**config.mk**
```make
export PLATFORM = sky130hd
export DESIGN_NAME = rss_top
export DESIGN_NICKNAME = d
export VERILOG_FILES = /design/src/common/rss_pkg.sv /design/src/common/rss_src_if.sv /design/src/logic/rss_filter.sv /design/src/logic/rss_top.sv
export SDC_FILE = /design/constraint.sdc
export NUM_CORES = 1
export LEC_CHECK = 0
export BUFFER_PORTS_ARGS = -buffer_cell sky130_fd_sc_hd__buf_2
export CORE_MARGIN = 4
export CORE_UTILIZATION = 35
export CTS_CLUSTER_SIZE = 20
export DETAILED_ROUTE_END_ITERATION = 10
export SETUP_SLACK_MARGIN = 0.4
export SYNTH_ARGS = -nofsm -noshare
export SYNTH_HDL_FRONTEND = slang
export SYNTH_HIERARCHICAL = 1
export SYNTH_SLANG_ARGS = --single-unit
```
**constraint.sdc**
```tcl
create_clock -name I_CLK_SYS -period 2.3 [get_ports I_CLK_SYS]
set_input_delay 0.575 -clock I_CLK_SYS [delete_from_list [all_inputs] [get_ports I_CLK_SYS]]
set_output_delay 0.575 -clock I_CLK_SYS [all_outputs]
set_load 0.005 [all_outputs]
```
**src/common/rss_pkg.sv**
```systemverilog
/*
 Shared constants for the reset source sequencer: register map,
 field positions, reset values, timing figures and state codes.
 Assumes a 100 MHz system clock and a 32-bit APB register bus.
*/
package rss_pkg;

   // ==========================================================
   // Clock and timing
   localparam int unsigned CLK_PERIOD_NS = 10;
   localparam int unsigned PIN_MIN_WIDTH_NS = 400;
   localparam int unsigned PIN_MIN_CYC =
      (PIN_MIN_WIDTH_NS + CLK_PERIOD_NS - 1) / CLK_PERIOD_NS;
   localparam int unsigned DROP_MIN_WIDTH_US = 2;
   localparam int unsigned DROP_MIN_CYC =
      (DROP_MIN_WIDTH_US * 1000 + CLK_PERIOD_NS - 1) / CLK_PERIOD_NS;
   localparam int unsigned BG_STARTUP_US = 40;
   localparam int unsigned BG_STARTUP_CYC =
      (BG_STARTUP_US * 1000 + CLK_PERIOD_NS - 1) / CLK_PERIOD_NS;
   localparam int unsigned STARTUP_DELAY_DEF = 4096;

   // ==========================================================
   // Reset sources feeding the qualifiers
   localparam int unsigned SRC_N = 3;
   localparam int unsigned SRC_POR = 0;
   localparam int unsigned SRC_PIN = 1;
   localparam int unsigned SRC_DROP = 2;
   localparam int unsigned SRC_QUAL [SRC_N] =
      '{1, PIN_MIN_CYC, DROP_MIN_CYC};

   // ==========================================================
   // Register map (byte addresses)
   localparam int unsigned ADDR_W = 12;
   localparam logic [11:0] OFF_CAUSE = 12'h000;
   localparam logic [11:0] OFF_REF_CTL = 12'h004;
   localparam logic [11:0] OFF_SEQ_STAT = 12'h008;

   // reset_cause_status fields
   localparam int unsigned WD_FLAG_BIT = 3;
   localparam int unsigned DROP_FLAG_BIT = 2;
   localparam int unsigned PIN_FLAG_BIT = 1;
   localparam int unsigned PWR_FLAG_BIT = 0;
   localparam logic [3:0] CAUSE_RESET = 4'h1;

   // Reference control fields
   localparam int unsigned CTL_CMP_BG_BIT = 0;
   localparam int unsigned CTL_ADC_EN_BIT = 1;
   localparam int unsigned CTL_DAC_EN_BIT = 2;
   localparam logic [2:0] CTL_RESET = 3'h0;

   // Sequencer status fields
   localparam int unsigned ST_BG_ON_BIT = 0;
   localparam int unsigned ST_DROP_EN_BIT = 1;
   localparam int unsigned ST_LEVEL_LSB = 2;
   localparam int unsigned ST_DROP_ACT_BIT = 5;
   localparam int unsigned ST_BG_READY_BIT = 6;

   // Fuse code that switches the supply drop detector off
   localparam logic [2:0] DROP_FUSE_OFF = 3'h7;

   // ==========================================================
   // Sequencer states
   typedef enum logic [2:0] {
      ST_HOLD  = 3'h1,
      ST_DELAY = 3'h2,
      ST_RUN   = 3'h4
   } rss_seq_e;

endpackage

```
**src/common/rss_src_if.sv**
```systemverilog
/*
 Carrier for one qualified reset source between its qualifier and
 the sequencer. Assumes both ends sit on the system clock.
*/
`timescale 1ns/1ps
interface rss_src_if;
   logic active;
   logic sync_level;
   modport filt (output active, output sync_level);
   modport seq (input active, input sync_level);
endinterface

```
**src/logic/rss_filter.sv**
```systemverilog
/*
 Synchroniser and width qualifier for one asynchronous reset source.
 Assumes an active-high raw level from outside the clock domain.
*/
`timescale 1ns/1ps
module rss_filter #(
   parameter int unsigned QUAL_CYC = 1
) (
   // Clock and reset
   input wire logic i_clk,
   input wire logic i_rst_n,
   // Raw source
   input wire logic i_raw,
   // Qualified source
   rss_src_if.filt src
);
   localparam int unsigned CW = $clog2(QUAL_CYC + 1);
   localparam logic [CW-1:0] QUAL_V = CW'(QUAL_CYC);

   if (QUAL_CYC < 1) begin : g_chk
      $error("rss_filter: QUAL_CYC must be at least 1");
   end

   logic s1_q;
   logic s2_q;
   logic [CW-1:0] cnt_q;
   logic [CW-1:0] cnt_d;
   logic act_q;
   logic act_d;

   // ==========================================================
   // Stable-width counter
   always_comb begin
      cnt_d = '0;
      if (s2_q) begin
         cnt_d = (cnt_q == QUAL_V) ? cnt_q : cnt_q + 1'b1;
      end
      act_d = (cnt_d == QUAL_V);
   end

   always_ff @(posedge i_clk) begin
      if (!i_rst_n) begin
         s1_q <= 1'b0;
         s2_q <= 1'b0;
         cnt_q <= '0;
         act_q <= 1'b0;
      end else begin
         s1_q <= i_raw;
         s2_q <= s1_q;
         cnt_q <= cnt_d;
         act_q <= act_d;
      end
   end

   assign src.active = act_q;
   assign src.sync_level = s2_q;
endmodule

```
**src/logic/rss_top.sv**
```systemverilog
/*
 Reset source sequencer: combines power-on, reset pin, supply drop
 and watchdog sources, stretches the core reset by a start-up delay,
 records the reset cause and powers the bandgap reference.
 Assumes asynchronous detector and pin inputs, a watchdog that
 signals each expiry by toggling a level, and an APB master.

*/
`timescale 1ns/1ps
module rss_top
   import rss_pkg::*;
#(
   parameter int unsigned STARTUP_DELAY_CYC = STARTUP_DELAY_DEF
) (
   // Clock and block reset
   input wire logic I_CLK_SYS,
   input wire logic I_RESETN,
   // Supply detectors, pin and watchdog
   input wire logic I_SUPPLY_BELOW_POR,
   input wire logic I_RESET_PIN_N,
   input wire logic I_SUPPLY_DROP,
   input wire logic I_WDT_EXPIRE_TGL,
   input wire logic [2:0] I_DROP_LEVEL_FUSES,
   // APB slave
   input wire logic I_PSEL,
   input wire logic I_PENABLE,
   input wire logic I_PWRITE,
   input wire logic [ADDR_W-1:0] I_PADDR,
   input wire logic [31:0] I_PWDATA,
   output logic [31:0] O_PRDATA,
   output logic O_PREADY,
   output logic O_PSLVERR,
   // Reset and analog control
   output logic O_SYS_RESET_N,
   output logic O_BANDGAP_ON,
   output logic O_DROP_DET_EN,
   output logic [2:0] O_DROP_LEVEL
);
   localparam int unsigned DW = $clog2(STARTUP_DELAY_CYC + 1);
   localparam logic [DW-1:0] DELAY_LAST = DW'(STARTUP_DELAY_CYC - 1);
   localparam int unsigned BW = $clog2(BG_STARTUP_CYC + 1);
   localparam logic [BW-1:0] BG_DONE = BW'(BG_STARTUP_CYC);

   if (STARTUP_DELAY_CYC < 1) begin : g_chk
      $error("rss_top: STARTUP_DELAY_CYC must be at least 1");
   end

   function automatic logic reg_hit(
      input logic [ADDR_W-1:0] addr,
      input logic [ADDR_W-1:0] off
   );
      return addr == off;
   endfunction

   // ==========================================================
   // Source qualification
   logic [SRC_N-1:0] src_raw;
   logic [SRC_N-1:0] src_act;

   assign src_raw[SRC_POR] = I_SUPPLY_BELOW_POR;
   assign src_raw[SRC_PIN] = ~I_RESET_PIN_N;
   assign src_raw[SRC_DROP] = I_SUPPLY_DROP;

   for (genvar i = 0; i < SRC_N; i++) begin : g_src
      rss_src_if sif ();
      // Each source needs its own minimum width from SRC_QUAL before it counts
      rss_filter #(
         .QUAL_CYC(SRC_QUAL[i])
      ) u_filt (
         .i_clk(I_CLK_SYS),
         .i_rst_n(I_RESETN),
         .i_raw(src_raw[i]),
         .src(sif.filt)
      );
      assign src_act[i] = sif.active;
   end

   // ==========================================================
   // Fuse and watchdog synchronisers
   logic [2:0] fuse_s1_q;
   logic [2:0] fuse_q;
   logic wdt_s1_q;
   logic wdt_s2_q;
   logic wdt_s3_q;

   always_ff @(posedge I_CLK_SYS) begin
      if (!I_RESETN) begin
         fuse_s1_q <= DROP_FUSE_OFF;
         fuse_q <= DROP_FUSE_OFF;
         wdt_s1_q <= 1'b0;
         wdt_s2_q <= 1'b0;
         wdt_s3_q <= 1'b0;
      end else begin
         fuse_s1_q <= I_DROP_LEVEL_FUSES;
         fuse_q <= fuse_s1_q;
         wdt_s1_q <= I_WDT_EXPIRE_TGL;
         wdt_s2_q <= wdt_s1_q;
         wdt_s3_q <= wdt_s2_q;
      end
   end

   logic drop_en;
   logic por_act;
   logic pin_act;
   logic drop_act;
   logic wdt_pulse;
   logic any_src;

   assign drop_en = (fuse_q != DROP_FUSE_OFF);
   assign por_act = src_act[SRC_POR];
   assign pin_act = src_act[SRC_PIN];
   assign drop_act = src_act[SRC_DROP] & drop_en;
   // Expiry toggles arrive from the slow watchdog oscillator
   assign wdt_pulse = wdt_s2_q ^ wdt_s3_q;
   assign any_src = por_act | pin_act | drop_act | wdt_pulse;

   // ==========================================================
   // Start-up delay sequencer
   rss_seq_e st_q;
   rss_seq_e st_d;
   logic [DW-1:0] dly_q;
   logic [DW-1:0] dly_d;

   always_comb begin
      st_d = st_q;
      dly_d = dly_q;
      case (st_q)
         ST_HOLD: begin
            dly_d = '0;
            // Source released: begin the delay
            if (!any_src) begin
               st_d = ST_DELAY;
            end
         end
         ST_DELAY: begin
            if (any_src) begin
               st_d = ST_HOLD;
               dly_d = '0;
            end else if (dly_q == DELAY_LAST) begin
               st_d = ST_RUN;
            end else begin
               dly_d = dly_q + 1'b1;
            end
         end
         ST_RUN: begin
            dly_d = '0;
            if (any_src) begin
               st_d = ST_HOLD;
            end
         end
         default: begin
            st_d = ST_HOLD;
            dly_d = '0;
         end
      endcase
   end

   always_ff @(posedge I_CLK_SYS) begin
      if (!I_RESETN) begin
         st_q <= ST_HOLD;
         dly_q <= '0;
      end else begin
         st_q <= st_d;
         dly_q <= dly_d;
      end
   end

   // Raw supply and pin gate the output with no clock involved
   assign O_SYS_RESET_N = (st_q == ST_RUN)
      & I_RESET_PIN_N
      & ~I_SUPPLY_BELOW_POR;

   // ==========================================================
   // APB access decode
   logic wr_en;
   logic rd_setup;
   logic hit_any;

   assign wr_en = I_PSEL & I_PENABLE & I_PWRITE;
   assign rd_setup = I_PSEL & ~I_PENABLE & ~I_PWRITE;
   assign hit_any = reg_hit(I_PADDR, OFF_CAUSE)
      | reg_hit(I_PADDR, OFF_REF_CTL)
      | reg_hit(I_PADDR, OFF_SEQ_STAT);
   assign O_PREADY = 1'b1;
   assign O_PSLVERR = I_PSEL & I_PENABLE & ~hit_any;

   // ==========================================================
   // Reset cause flags (block reset only, not system reset)
   logic [3:0] cause_q;
   logic [3:0] cause_d;
   logic [3:0] cause_set;

   always_comb begin
      cause_set = '0;
      cause_set[WD_FLAG_BIT] = wdt_pulse;
      cause_set[DROP_FLAG_BIT] = drop_act;
      cause_set[PIN_FLAG_BIT] = pin_act;
      cause_set[PWR_FLAG_BIT] = por_act;
      cause_d = cause_q;
      // Writing zero clears a flag, writing one keeps it
      if (wr_en && reg_hit(I_PADDR, OFF_CAUSE)) begin
         cause_d = cause_q & I_PWDATA[3:0];
      end
      // A new event beats a software clear in the same cycle
      cause_d = cause_d | cause_set;
      // Power-on clears the other flags, never its own
      if (por_act) begin
         cause_d[WD_FLAG_BIT] = 1'b0;
         cause_d[DROP_FLAG_BIT] = 1'b0;
         cause_d[PIN_FLAG_BIT] = 1'b0;
      end
   end

   always_ff @(posedge I_CLK_SYS) begin
      if (!I_RESETN) begin
         cause_q <= CAUSE_RESET;
      end else begin
         cause_q <= cause_d;
      end
   end

   // ==========================================================
   // Reference control and bandgap power
   logic [2:0] ctl_q;
   logic [2:0] ctl_d;
   logic bg_on_q;
   logic bg_on_d;
   logic [BW-1:0] bg_cnt_q;
   logic [BW-1:0] bg_cnt_d;

   always_comb begin
      ctl_d = ctl_q;
      if (wr_en && reg_hit(I_PADDR, OFF_REF_CTL)) begin
         ctl_d = I_PWDATA[2:0];
      end
      bg_on_d = drop_en
         | ctl_q[CTL_CMP_BG_BIT]
         | ctl_q[CTL_ADC_EN_BIT]
         | ctl_q[CTL_DAC_EN_BIT];
      // Start-up timer tells software when the reference is usable
      bg_cnt_d = '0;
      if (bg_on_q) begin
         bg_cnt_d = (bg_cnt_q == BG_DONE) ? bg_cnt_q
            : bg_cnt_q + 1'b1;
      end
   end

   always_ff @(posedge I_CLK_SYS) begin
      if (!I_RESETN) begin
         ctl_q <= CTL_RESET;
         bg_on_q <= 1'b0;
         bg_cnt_q <= '0;
      end else begin
         ctl_q <= ctl_d;
         bg_on_q <= bg_on_d;
         bg_cnt_q <= bg_cnt_d;
      end
   end

   assign O_BANDGAP_ON = bg_on_q;
   assign O_DROP_DET_EN = drop_en;
   assign O_DROP_LEVEL = fuse_q;

   // ==========================================================
   // Read data, captured in the setup cycle
   logic [31:0] rdata_q;
   logic [31:0] rdata_d;
   logic [6:0] seq_stat;

   always_comb begin
      seq_stat = '0;
      seq_stat[ST_BG_ON_BIT] = bg_on_q;
      seq_stat[ST_DROP_EN_BIT] = drop_en;
      seq_stat[ST_LEVEL_LSB +: 3] = fuse_q;
      seq_stat[ST_DROP_ACT_BIT] = drop_act;
      seq_stat[ST_BG_READY_BIT] = (bg_cnt_q == BG_DONE);
      rdata_d = rdata_q;
      if (rd_setup) begin
         rdata_d = '0;
         if (reg_hit(I_PADDR, OFF_CAUSE)) begin
            rdata_d[3:0] = cause_q;
         end else if (reg_hit(I_PADDR, OFF_REF_CTL)) begin
            rdata_d[2:0] = ctl_q;
         end else if (reg_hit(I_PADDR, OFF_SEQ_STAT)) begin
            rdata_d[6:0] = seq_stat;
         end
      end
   end

   always_ff @(posedge I_CLK_SYS) begin
      if (!I_RESETN) begin
         rdata_q <= '0;
      end else begin
         rdata_q <= rdata_d;
      end
   end

   assign O_PRDATA = rdata_q;
endmodule

```
After elaboration in Yosys (flattened, before gate mapping)

Cells that the tools add are included.

Add/subtract/negate cells: 5
Reduce and logical (&&, ||, !) cells: 8
Equality and inequality tests: 15
Bitwise logic cells: 26
Mux-type cells: 16

Operators by type and width:

| cell                    | number |
|---|---|
| $mux W3                 | 6 |
| $eq A8 B8 Y1 const B    | 2 |
| $mux W8                 | 2 |
| $add A13 B1 Y13 const B | 1 |
| $eq A13 B12 Y1 const B  | 1 |
| $add A12 B1 Y12 const B | 1 |
| $eq A12 B12 Y1 const B  | 1 |
| $eq A12 B3 Y1 const B   | 1 |
| $eq A12 B4 Y1 const B   | 1 |
| $eq A6 B6 Y1 const B    | 2 |
| $logic_not A12 Y1       | 1 |
| $mux W4                 | 3 |
| $mux W6                 | 2 |
| $pmux W3 S3             | 1 |
| $add A8 B1 Y8 const B   | 1 |
| $and A1 B1 Y1           | 8 |
| $or A1 B1 Y1            | 8 |
| $mux W7                 | 1 |
| $not A1 Y1              | 7 |
| $add A6 B1 Y6 const B   | 1 |
| $ne A3 B3 Y1 const B    | 2 |
| $and A4 B4 Y4           | 1 |
| $ne A2 B2 Y1 const B    | 2 |
| $or A4 B4 Y4            | 1 |
| 11 further kinds        | 13 |

Input port bits: 56
Bits in registers: 75
Output and inout port bits: 40
Word-level logic and storage cells: 94

Longest topological paths before layout

Gate-level depths: netlist (run 1).

Depth in word-level cells: 6
Depth in mapped cells: 7
Mapped depth without buffers: 6

Cells and area by module

Netlist (run 1), hierarchy kept.

By module, submodules not included:

| module                       | sequential area each (um^2) | times used | area an instance (um^2) | cells each |
|---|---|---|---|---|
| rss_top                      | 1041.0                      | 1          | 2521.2                  | 289 |
| rss_filter (g_src[2].u_filt) | 220.2                       | 1          | 566.8                   | 63 |
| rss_filter (g_src[1].u_filt) | 180.2                       | 1          | 412.9                   | 43 |
| rss_filter (g_src[0].u_filt) | 60.1                        | 1          | 78.8                    | 6 |

Worst setup path before layout (run 1)

No wires, ideal clock.

Kind: input to output
From: input I_PADDR[5]
To: output O_PSLVERR
Stages: 3
Arrival time: 1.554 ns
Data required time: 1.725 ns
Path buffers: 0
Setup slack: 0.171 ns
Path through: or4_2 > nor3_1 > a21oi_1

Longest elaborated chain between the ends: 5
Elaborated cells on any way between the ends: 7
Classes of those cells: 2 x eq/ne; 4 x bitwise; 1 x reduce/logical

Ends and longest elaborated chain:

| what                                                      | RTL line       | text |
|---|---|---|
| from (decl)                                               | rss_top.sv:28  | `input wire logic [ADDR_W-1:0] I_PADDR,` |
| $eq A12 B3 Y1 / $logic_not A12 Y1 (equally long branches) | rss_top.sv:52  | `return addr == off;` |
| $or A1 B1 Y1                                              | rss_top.sv:182 | `\| reg_hit(I_PADDR, OFF_REF_CTL)` |
| $or A1 B1 Y1 *                                            | rss_top.sv:183 | `\| reg_hit(I_PADDR, OFF_SEQ_STAT);` |
| $not A1 Y1 *                                              | rss_top.sv:185 | `assign O_PSLVERR = I_PSEL & I_PENABLE & ~hit_any;` |
| $and A1 B1 Y1 *                                           | rss_top.sv:185 |  |
| to (decl)                                                 | rss_top.sv:32  | `output logic O_PSLVERR,` |

Every way passes the cells marked *; elsewhere a longest branch is shown, timed or not.

Final worst setup path (run 1)

From: input I_PADDR[10]
To: output O_PSLVERR

Same word-level chain as after synthesis.

==> impl_metrics.py, run 1 <==
metrics = {
    "die": {
        "top_level_ports": 96,
        "die_w_microns": 109,
        "initial_core_util": 0.363,
        "core_sq_um": 9860,
        "die_y_microns": 109,
        "core.rowCount": 36,
        "die_area_sq_um": 11900,
    },
    "cts": {
        "insertion_delay_ps": 350,
        "ctsRootBufferMaster": "clkbuf_8",
        "cts_tree": "done",
        "clock-sinks": 75,
        "cts_buffer_depth": 2,
        "cts_buffers": 9,
        "htreeDepth": 3,
        "path_clk_slew_ps": 90,
    },
    "global_route": {
        "grt_use_met3": 0.0409,
        "use_met2": 0.187,
        "gr-usage-met1": 0.150,
        "antenna_found_initial": 0,
        "grt.total_usage": 0.117,
        "grt_max_degree": 37,
        "grt_pass1_wl_microns": 11300,
        "grt_pass1_vias": 2554,
        "overflow": 0,
        "busiest_layer": "met2",
    },
    "setup_path": {
        "ff2ff_path_depth": 4,
        "cp.required_ps": 1730,
        "crit_type": "primary input to primary output",
        "startpoint": "I_PADDR[10]",
        "worst_setup_path_end_kind": "primary output",
        "critPathMaxFanout": 2,
        "critPathArrivalTime_ps": 1610,
        "cp-start-kind": "primary input",
        "regToRegStartpoint": "bg_cnt_q[2]",
    },
    "run_status": {
        "status": "finished clean",
    },
    "timing": {
        "max_freq_ghz": 0.457,
        "tns_ps": 0,
        "setup_violations": 0,
        "hold_slack_ps": 401,
        "finalMaxSlewViolations": 0,
        "skew_ps": 11.8,
        "hold_viol_final": 0,
        "rsz0062_at_grt": "yes",
        "finalCritPeriodShare": 0.951,
        "min_period_ps": 2190,
    },
    "detailed_routing": {
        "antenna_left": 0,
        "first_pass_iters": 4,
        "vias": 2800,
        "routed_wirelength_microns": 6760,
        "vias_per_cell": 4.76,
        "drc_errors": 0,
        "wl_per_cell_microns": 11.5,
        "first_iter_violations": 135,
    },
    "layout": {
        "nFillCells": 974,
        "nets": 513,
        "drive_gt1_frac": 0.193,
        "antenna_cells": 0,
        "multi_input_area_sq_um": 1890,
        "area_growth_pct": 15.7,
        "seqCellArea_sq_um": 1500,
    },
    "synthesis": {
        "ys_seq_area_frac": 0.419,
        "synth_ff_type": "dfxtp_1",
        "netlist_instances": 401,
        "synth-edff-count": 0,
        "syn_area_sq_um": 3580,
        "synth-seq-cells": 75,
        "syn_avg_cell_area_sq_um": 8.93,
        "yosys.cell_types.count": 60,
        "async_flop_share": 0,
        "ys_warn_count": 6,
    },
    "power_and_ir_drop": {
        "vdd_drop_max_mv": 0.488,
        "p_per_area_nw_per_um2": 636,
        "finalPower_mw": 2.63,
        "leakagePower_nw": 1.57,
    },
    "min_path": {
        "hold_path.class": "primary input to flip-flop",
        "min_path_cells": 2,
        "hold_start": "I_DROP_LEVEL_FUSES[0]",
    },
    "placed_design": {
        "gp_congestion": 0.775,
        "portBuffers": 41,
        "dp_hpwl_microns": 4880,
    },
    "job": {
        "drv_cap": 0,
    },
}
[per-stage QoR]
stage               std cells  cell area [sq um]   util  setup slack (ps)
floorplan                 425               3680      -               361
global placement          566               3830  0.388               107
detailed placement        566               3830  0.388               112
CTS                       583               4080  0.414               130
global route              588               4140  0.420              63.1
finish                    588               4140  0.420               113
[cells by family (layout without fill, tap and decap cells)]
| logic type | Yosys count | after routing | share of synthesized area |
|---|---|---|---|
| multiplexers | 16 | 16 | 0.0447 |
| AO/OA/AOI/OAI | 48 | 48 | 0.0912 |
| AND/OR/NAND/NOR | 182 | 182 | 0.278 |
| buffers and inverters | 49 | 79 | 0.0860 |
| XOR/XNOR | 22 | 22 | 0.0538 |
| adder cells (fa/ha/maj) | 7 | 7 | 0.0245 |
| other | 2 | 26 | 0.00210 |
| flip-flops | 75 | 75 | 0.419 |
[cell type report]
cell class                 instances  share of cell area
timing repair buffer              53              0.0743
sequential                        75               0.363
multi-input combinational        301               0.457
inverter                          10             0.00907
clock buffer                       9              0.0299
tap                              133              0.0402
clock inverter                     7              0.0260
[path summary, 6_finish.rpt]
kind	endpoint	slack, ps
setup / recovery	O_PSLVERR	110
hold / removal	fuse_s1_q[0]	400
setup reg to reg	O_PRDATA[6]	430
hold reg to reg	O_DROP_LEVEL[0]	420
[layer usage]
layer	up-vias	routed length [microns]	share of wire
met5	-	0	0
met4	0	26	0.0038
met3	3	473	0.070
met2	64	3130	0.46
met1	1282	3130	0.46
li1	1451	-	-
[synthesized netlist by cell type, drive strengths merged (3+ instances only)]
cell | number | area [sq um]
a211oi | 3 | 27.5
nor2 | 49 | 186
nor2b | 9 | 56.3
xor2 | 10 | 87.6
clkbuf | 9 | 43.8
and2 | 10 | 62.6
nand2b | 11 | 68.8
mux2i | 16 | 160
inv | 10 | 37.5
or4 | 4 | 31.3
nand3 | 20 | 110
a22oi | 4 | 30.0
nor4 | 5 | 43.8
o21ai | 9 | 45.0
nand4 | 8 | 50.1
ha | 7 | 87.6
or3 | 7 | 43.8
nand2 | 24 | 90.1
dfxtp | 75 | 1500
and4 | 3 | 27.5
o2bb2ai | 3 | 26.3
nor3 | 13 | 65.1
and3 | 3 | 18.8
buf | 30 | 226
xnor2 | 12 | 105
a21oi | 14 | 70.1
[state kept, by name, summed over array words and instances, names as in the netlist]
signal                       flops
wdt_s2_q                         1
st_q                             3
O_DROP_LEVEL                     3
wdt_s3_q                         1
ctl_q                            3
g_src.u_filt/cnt_q              14
bg_cnt_q                        12
dly_q                           13
O_PRDATA                         7
g_src.u_filt/src.active          3
g_src.u_filt/src.sync_level      3
O_BANDGAP_ON                     1
fuse_s1_q                        3
cause_q                          4
wdt_s1_q                         1
g_src.u_filt/s1_q                3
[layout by cell type, fill, tap and decap left out, types with 8 or more instances in the layout]
cell / n
dfxtp_1: 73
nor2_1: 48
buf_2: 39
conb_1: 26
nand2_1: 24
nand3_1: 18
mux2i_1: 16
a21oi_1: 13
xnor2_1: 12
nor3_1: 12
buf_4: 12
nand2b_1: 11
inv_1: 10
xor2_1: 10
and2_1: 10
o21ai_0: 9
nor2b_1: 9
clkbuf_8: 9
nand4_1: 8
[power breakdown]
part	internal, mW	total [mW]	switching (mW)	leakage [nW]
combinational	0.0638	0.140	0.0758	0.846
clock	0.633	1.16	0.527	0.114
sequential	1.32	1.33	0.0148	0.610
[what timing repair did]
action	4_1_cts	5_1_grt
buffers inserted	1	5
pin swaps	3	5
hold buffers	0	0
endpoints found under the setup margin	3	4
gates resized for setup	3	4
cloned	0	0
[worst max-delay path, stage by stage]
cell	delay, ps
buf_6	90
or4_4	550
nor3_4	200
a21oi_2	70
buf_2	120
(Power assumes the default switching activity.)
==> run 2, diff against run 1 <==
--- a/config.mk
+++ b/config.mk
@@ -7,9 +7,10 @@
 export LEC_CHECK = 0
 export BUFFER_PORTS_ARGS = -buffer_cell sky130_fd_sc_hd__buf_2
 export CORE_MARGIN = 4
-export CORE_UTILIZATION = 35
+export CORE_UTILIZATION = 49
 export CTS_CLUSTER_SIZE = 20
 export DETAILED_ROUTE_END_ITERATION = 10
+export PLACE_DENSITY = 0.75
 export SETUP_SLACK_MARGIN = 0.4
 export SYNTH_ARGS = -nofsm -noshare
 export SYNTH_HDL_FRONTEND = slang
==> impl_metrics.py, run 2 (synthesis gave the netlist of run 1 again) <==
metrics = {
    "detailed_routing": {
        "first_iter_violations": 146,
        "routed_wirelength_microns": 6680,
        "antenna_left": 0,
        "first_pass_iters": 4,
        "drc_errors": 0,
        "vias_per_cell": 5.05,
        "vias": 2779,
        "wl_per_cell_microns": 12.2,
    },
    "power_and_ir_drop": {
        "vdd_drop_max_mv": 0.396,
        "finalPower_mw": 2.46,
        "leakagePower_nw": 1.56,
        "p_per_area_nw_per_um2": 606,
    },
    "layout": {
        "largest_registers": "g_src.u_filt/cnt_q: 14 flops, dly_q: 13 flops, bg_cnt_q: 12 flops",
        "area_growth_pct": 13.3,
        "nets": 513,
        "utilization": 0.584,
        "largest-register": "g_src.u_filt/cnt_q",
        "final_common_cell": "dfxtp_1",
        "multi_input_area_sq_um": 1890,
        "largest_register_ffs": 14,
        "layout_common_cells": "73 x dfxtp_1, 48 x nor2_1, 38 x buf_2",
        "seqCellArea_sq_um": 1500,
        "drive_gt1_frac": 0.185,
        "antenna_cells": 0,
        "nFillCells": 603,
    },
    "min_path": {
        "hold_path.class": "primary input to flip-flop",
    },
    "cts": {
        "insertion_delay_ps": 350,
        "cts_buffer_depth": 2,
        "htreeDepth": 3,
        "cts_buffers": 9,
        "ctsHoldBuffers": 0,
        "path_clk_slew_ps": 70,
        "cts_tree": "done",
        "clock-sinks": 75,
        "ctsRootBufferMaster": "clkbuf_8",
    },
    "run_status": {
        "status": "finished clean",
    },
    "timing": {
        "min_period_ps": 2200,
        "skew_ps": 8.88,
        "hold_viol_final": 0,
        "finalMaxSlewViolations": 0,
        "max_freq_ghz": 0.455,
        "tns_ps": 0,
        "setup_violations": 0,
        "hold_slack_ps": 406,
        "finalCritPeriodShare": 0.955,
        "finalWorstSetupSlack_ps": 103,
        "rsz0062_at_grt": "yes",
    },
    "global_route": {
        "antenna_found_initial": 0,
        "overflow": 0,
        "grt_pass1_vias": 2647,
        "grt_pass1_wl_microns": 11200,
        "grt.total_usage": 0.158,
        "grt_max_degree": 37,
    },
    "job": {
        "drv_cap": 0,
    },
    "placed_design": {
        "portBuffers": 41,
        "dpl_worst_slack_ps": 87.3,
        "dp_hpwl_microns": 4700,
        "gp_congestion": 0.802,
    },
    "setup_path": {
        "critPathMaxFanout": 2,
        "crit_type": "primary input to primary output",
        "worst_setup_path_end_kind": "primary output",
        "critPathArrivalTime_ps": 1620,
        "cp.required_ps": 1730,
        "cp-start-kind": "primary input",
    },
    "die": {
        "core_sq_um": 6940,
        "initial_core_util": 0.515,
        "die_area_sq_um": 8740,
        "core.rowCount": 30,
        "die_w_microns": 93.5,
        "die_y_microns": 93.5,
        "top_level_ports": 96,
    },
}
==> run 2: cell type report <==
| cell class | instances | share of cell area |
|---|---|---|
| multi-input cells | 301 | 0.465 |
| flip-flops and latches | 75 | 0.371 |
| repair buffers | 53 | 0.0774 |
| clock buffers | 11 | 0.0349 |
| well taps | 96 | 0.0296 |
| clock inverters | 4 | 0.0127 |
| inverters | 10 | 0.00926 |
==> run 2: critical path: stages <==
cell and delay (ps):
buf_6 100, or4_4 550, nor3_4 190, a21oi_1 80, buf_2 120
==> run 2: path summary, 6_finish.rpt <==
kind                               from               to  slack [ps]  cells after the start
setup reg to reg            bg_cnt_q[2]      O_PRDATA[6]         420                      4
setup / recovery            I_PADDR[10]        O_PSLVERR         100                      5
hold / removal    I_DROP_LEVEL_FUSES[1]     fuse_s1_q[1]         410                      2
hold reg to reg            fuse_s1_q[0]  O_DROP_LEVEL[0]         410                      1
==> run 2: power by group <==
group / switching [mW] / internal (mW)
Combinational: 0.0765 / 0.0657
Sequential: 0.0138 / 1.32
Clock: 0.458 / 0.525
Total: 0.548 / 1.91
==> run 2: what timing repair did <==
action	CTS	global route
hold endpoints to repair	0	0
gates resized for setup	4	2
endpoints found under the setup margin	3	4
pin swaps	3	5
buffers inserted	1	5
==> run 2: layer usage <==
layer / vias to the layer above / GRT usage / wire length, microns
met3: 8 / 0.0603 / 425
met4: 0 / 0.0501 / 74
met1: 1268 / 0.186 / 3020
li1: 1436 / - / -
met2: 67 / 0.265 / 3160
met5: - / 0 / 0
==> run 2: metrics by stage <==
stage	cells	cell area [sq um]
final	550	4060
after global routing	550	4060
after CTS	545	4010
after detailed placement	529	3780
after global placement	529	3780
after floorplan	425	3680
==> run 3, diff against run 2 <==
--- a/config.mk
+++ b/config.mk
@@ -11,6 +11,7 @@
 export CTS_CLUSTER_SIZE = 20
 export DETAILED_ROUTE_END_ITERATION = 10
 export PLACE_DENSITY = 0.75
+export RECOVER_POWER = 25
 export SETUP_SLACK_MARGIN = 0.4
 export SYNTH_ARGS = -nofsm -noshare
 export SYNTH_HDL_FRONTEND = slang
==> impl_metrics.py, run 3 (synthesis gave the netlist of run 1 again) <==
metrics = {
    "global_route": {
        "grt_pass1_vias": 2647,
        "antenna_found_initial": 0,
        "grt.total_usage": 0.158,
        "grt_pass1_wl_microns": 11200,
        "overflow": 0,
        "grt_max_degree": 37,
    },
    "power_and_ir_drop": {
        "p_per_area_nw_per_um2": 607,
        "leakagePower_nw": 1.55,
        "vdd_drop_max_mv": 0.396,
        "finalPower_mw": 2.46,
    },
    "detailed_routing": {
        "vias": 2805,
        "vias_per_cell": 5.10,
        "first_iter_violations": 147,
        "drc_errors": 0,
        "antenna_left": 0,
        "routed_wirelength_microns": 6680,
        "first_pass_iters": 4,
        "wl_per_cell_microns": 12.1,
    },
    "layout": {
        "largest_registers": "g_src.u_filt/cnt_q: 14 flops, dly_q: 13 flops, bg_cnt_q: 12 flops",
        "drive_gt1_frac": 0.178,
        "largest-register": "g_src.u_filt/cnt_q",
        "antenna_cells": 0,
        "final_common_cell": "dfxtp_1",
        "nets": 513,
        "stdcell_count": 550,
        "utilization": 0.583,
        "largest_register_ffs": 14,
        "area_growth_pct": 13.1,
        "layout_common_cells": "73 x dfxtp_1, 49 x nor2_1, 37 x buf_2",
    },
    "placed_design": {
        "dp_hpwl_microns": 4700,
        "portBuffers": 41,
        "gp_congestion": 0.802,
        "dpl.cell_count": 529,
    },
    "die": {
        "initial_core_util": 0.515,
        "die_w_microns": 93.5,
        "core.rowCount": 30,
        "die_area_sq_um": 8740,
        "die_y_microns": 93.5,
        "top_level_ports": 96,
        "core_sq_um": 6940,
    },
    "cts": {
        "insertion_delay_ps": 340,
        "clock-sinks": 75,
        "ctsRootBufferMaster": "clkbuf_8",
        "cts_buffer_depth": 2,
        "ctsHoldBuffers": 0,
        "htreeDepth": 3,
        "path_clk_slew_ps": 70,
        "cts_tree": "done",
        "cts_buffers": 9,
    },
    "setup_path": {
        "cp-start-kind": "primary input",
        "crit_type": "primary input to primary output",
        "critPathMaxFanout": 2,
        "worst_setup_path_end_kind": "primary output",
        "critPathArrivalTime_ps": 1620,
        "cp.required_ps": 1730,
    },
    "timing": {
        "setup_violations": 0,
        "tns_ps": 0,
        "rsz0062_at_grt": "yes",
        "finalCritPeriodShare": 0.955,
        "min_period_ps": 2200,
        "max_freq_ghz": 0.455,
        "finalMaxSlewViolations": 0,
        "hold_viol_final": 0,
        "skew_ps": 8.96,
    },
    "job": {
        "drv_cap": 0,
    },
    "min_path": {
        "hold_path.class": "primary input to flip-flop",
    },
    "run_status": {
        "status": "finished clean",
    },
}
==> run 3: routing by layer <==
layer	part of all wire	global-route usage
met1	0.45	0.186
met4	0.013	0.0501
met2	0.48	0.265
met5	0	0
met3	0.064	0.0603
==> run 3: worst paths after layout <==
| check | slack, ps | start | cells past startpoint | endpoint |
|---|---|---|---|---|
| max reg2reg | 420 | bg_cnt_q[2] | 4 | O_PRDATA[6] |
| max | 100 | I_PADDR[10] | 5 | O_PSLVERR |
| min | 410 | I_DROP_LEVEL_FUSES[1] | 2 | fuse_s1_q[1] |
| min reg2reg | 410 | fuse_s1_q[0] | 1 | O_DROP_LEVEL[0] |
==> run 3: layout make-up <==
type                    count  area [sq um]
repair buffers             53           309
inverters                  10          37.5
flip-flops and latches     75          1500
fillers                   606          2900
multi-input cells         301          1880
clock buffers              11           141
well taps                  96           120
clock inverters             4          51.3
==> run 3: report_power, final <==
| group | switching [mW] | internal [mW] |
|---|---|---|
| Sequential | 0.0137 | 1.32 |
| Combinational | 0.0766 | 0.0641 |
| Clock | 0.456 | 0.525 |
| Total | 0.547 | 1.91 |
==> run 3: worst max-delay path, stage by stage <==
cell     delay [ps]
buf_6           100
or4_4           550
nor3_4          190
a21oi_1          80
buf_2           120
==> run 3: metrics by stage <==
step | instance area (sq um) | setup WS (ps) | hold WS (ps)
after CTS | 4010 | 116 | 394
after floorplan | 3680 | 361 | 386
after detailed placement | 3780 | 87.3 | 400
after global placement | 3780 | 112 | 391
final | 4050 | 103 | 409
after global routing | 4050 | 60.9 | 390
==> run 3: repair_timing <==
| item | in CTS | in global routing |
|---|---|---|
| pin swaps | 3 | 5 |
| endpoints found under the setup margin | 3 | 4 |
| resized for setup | 4 | 2 |
| setup buffers | 1 | 5 |
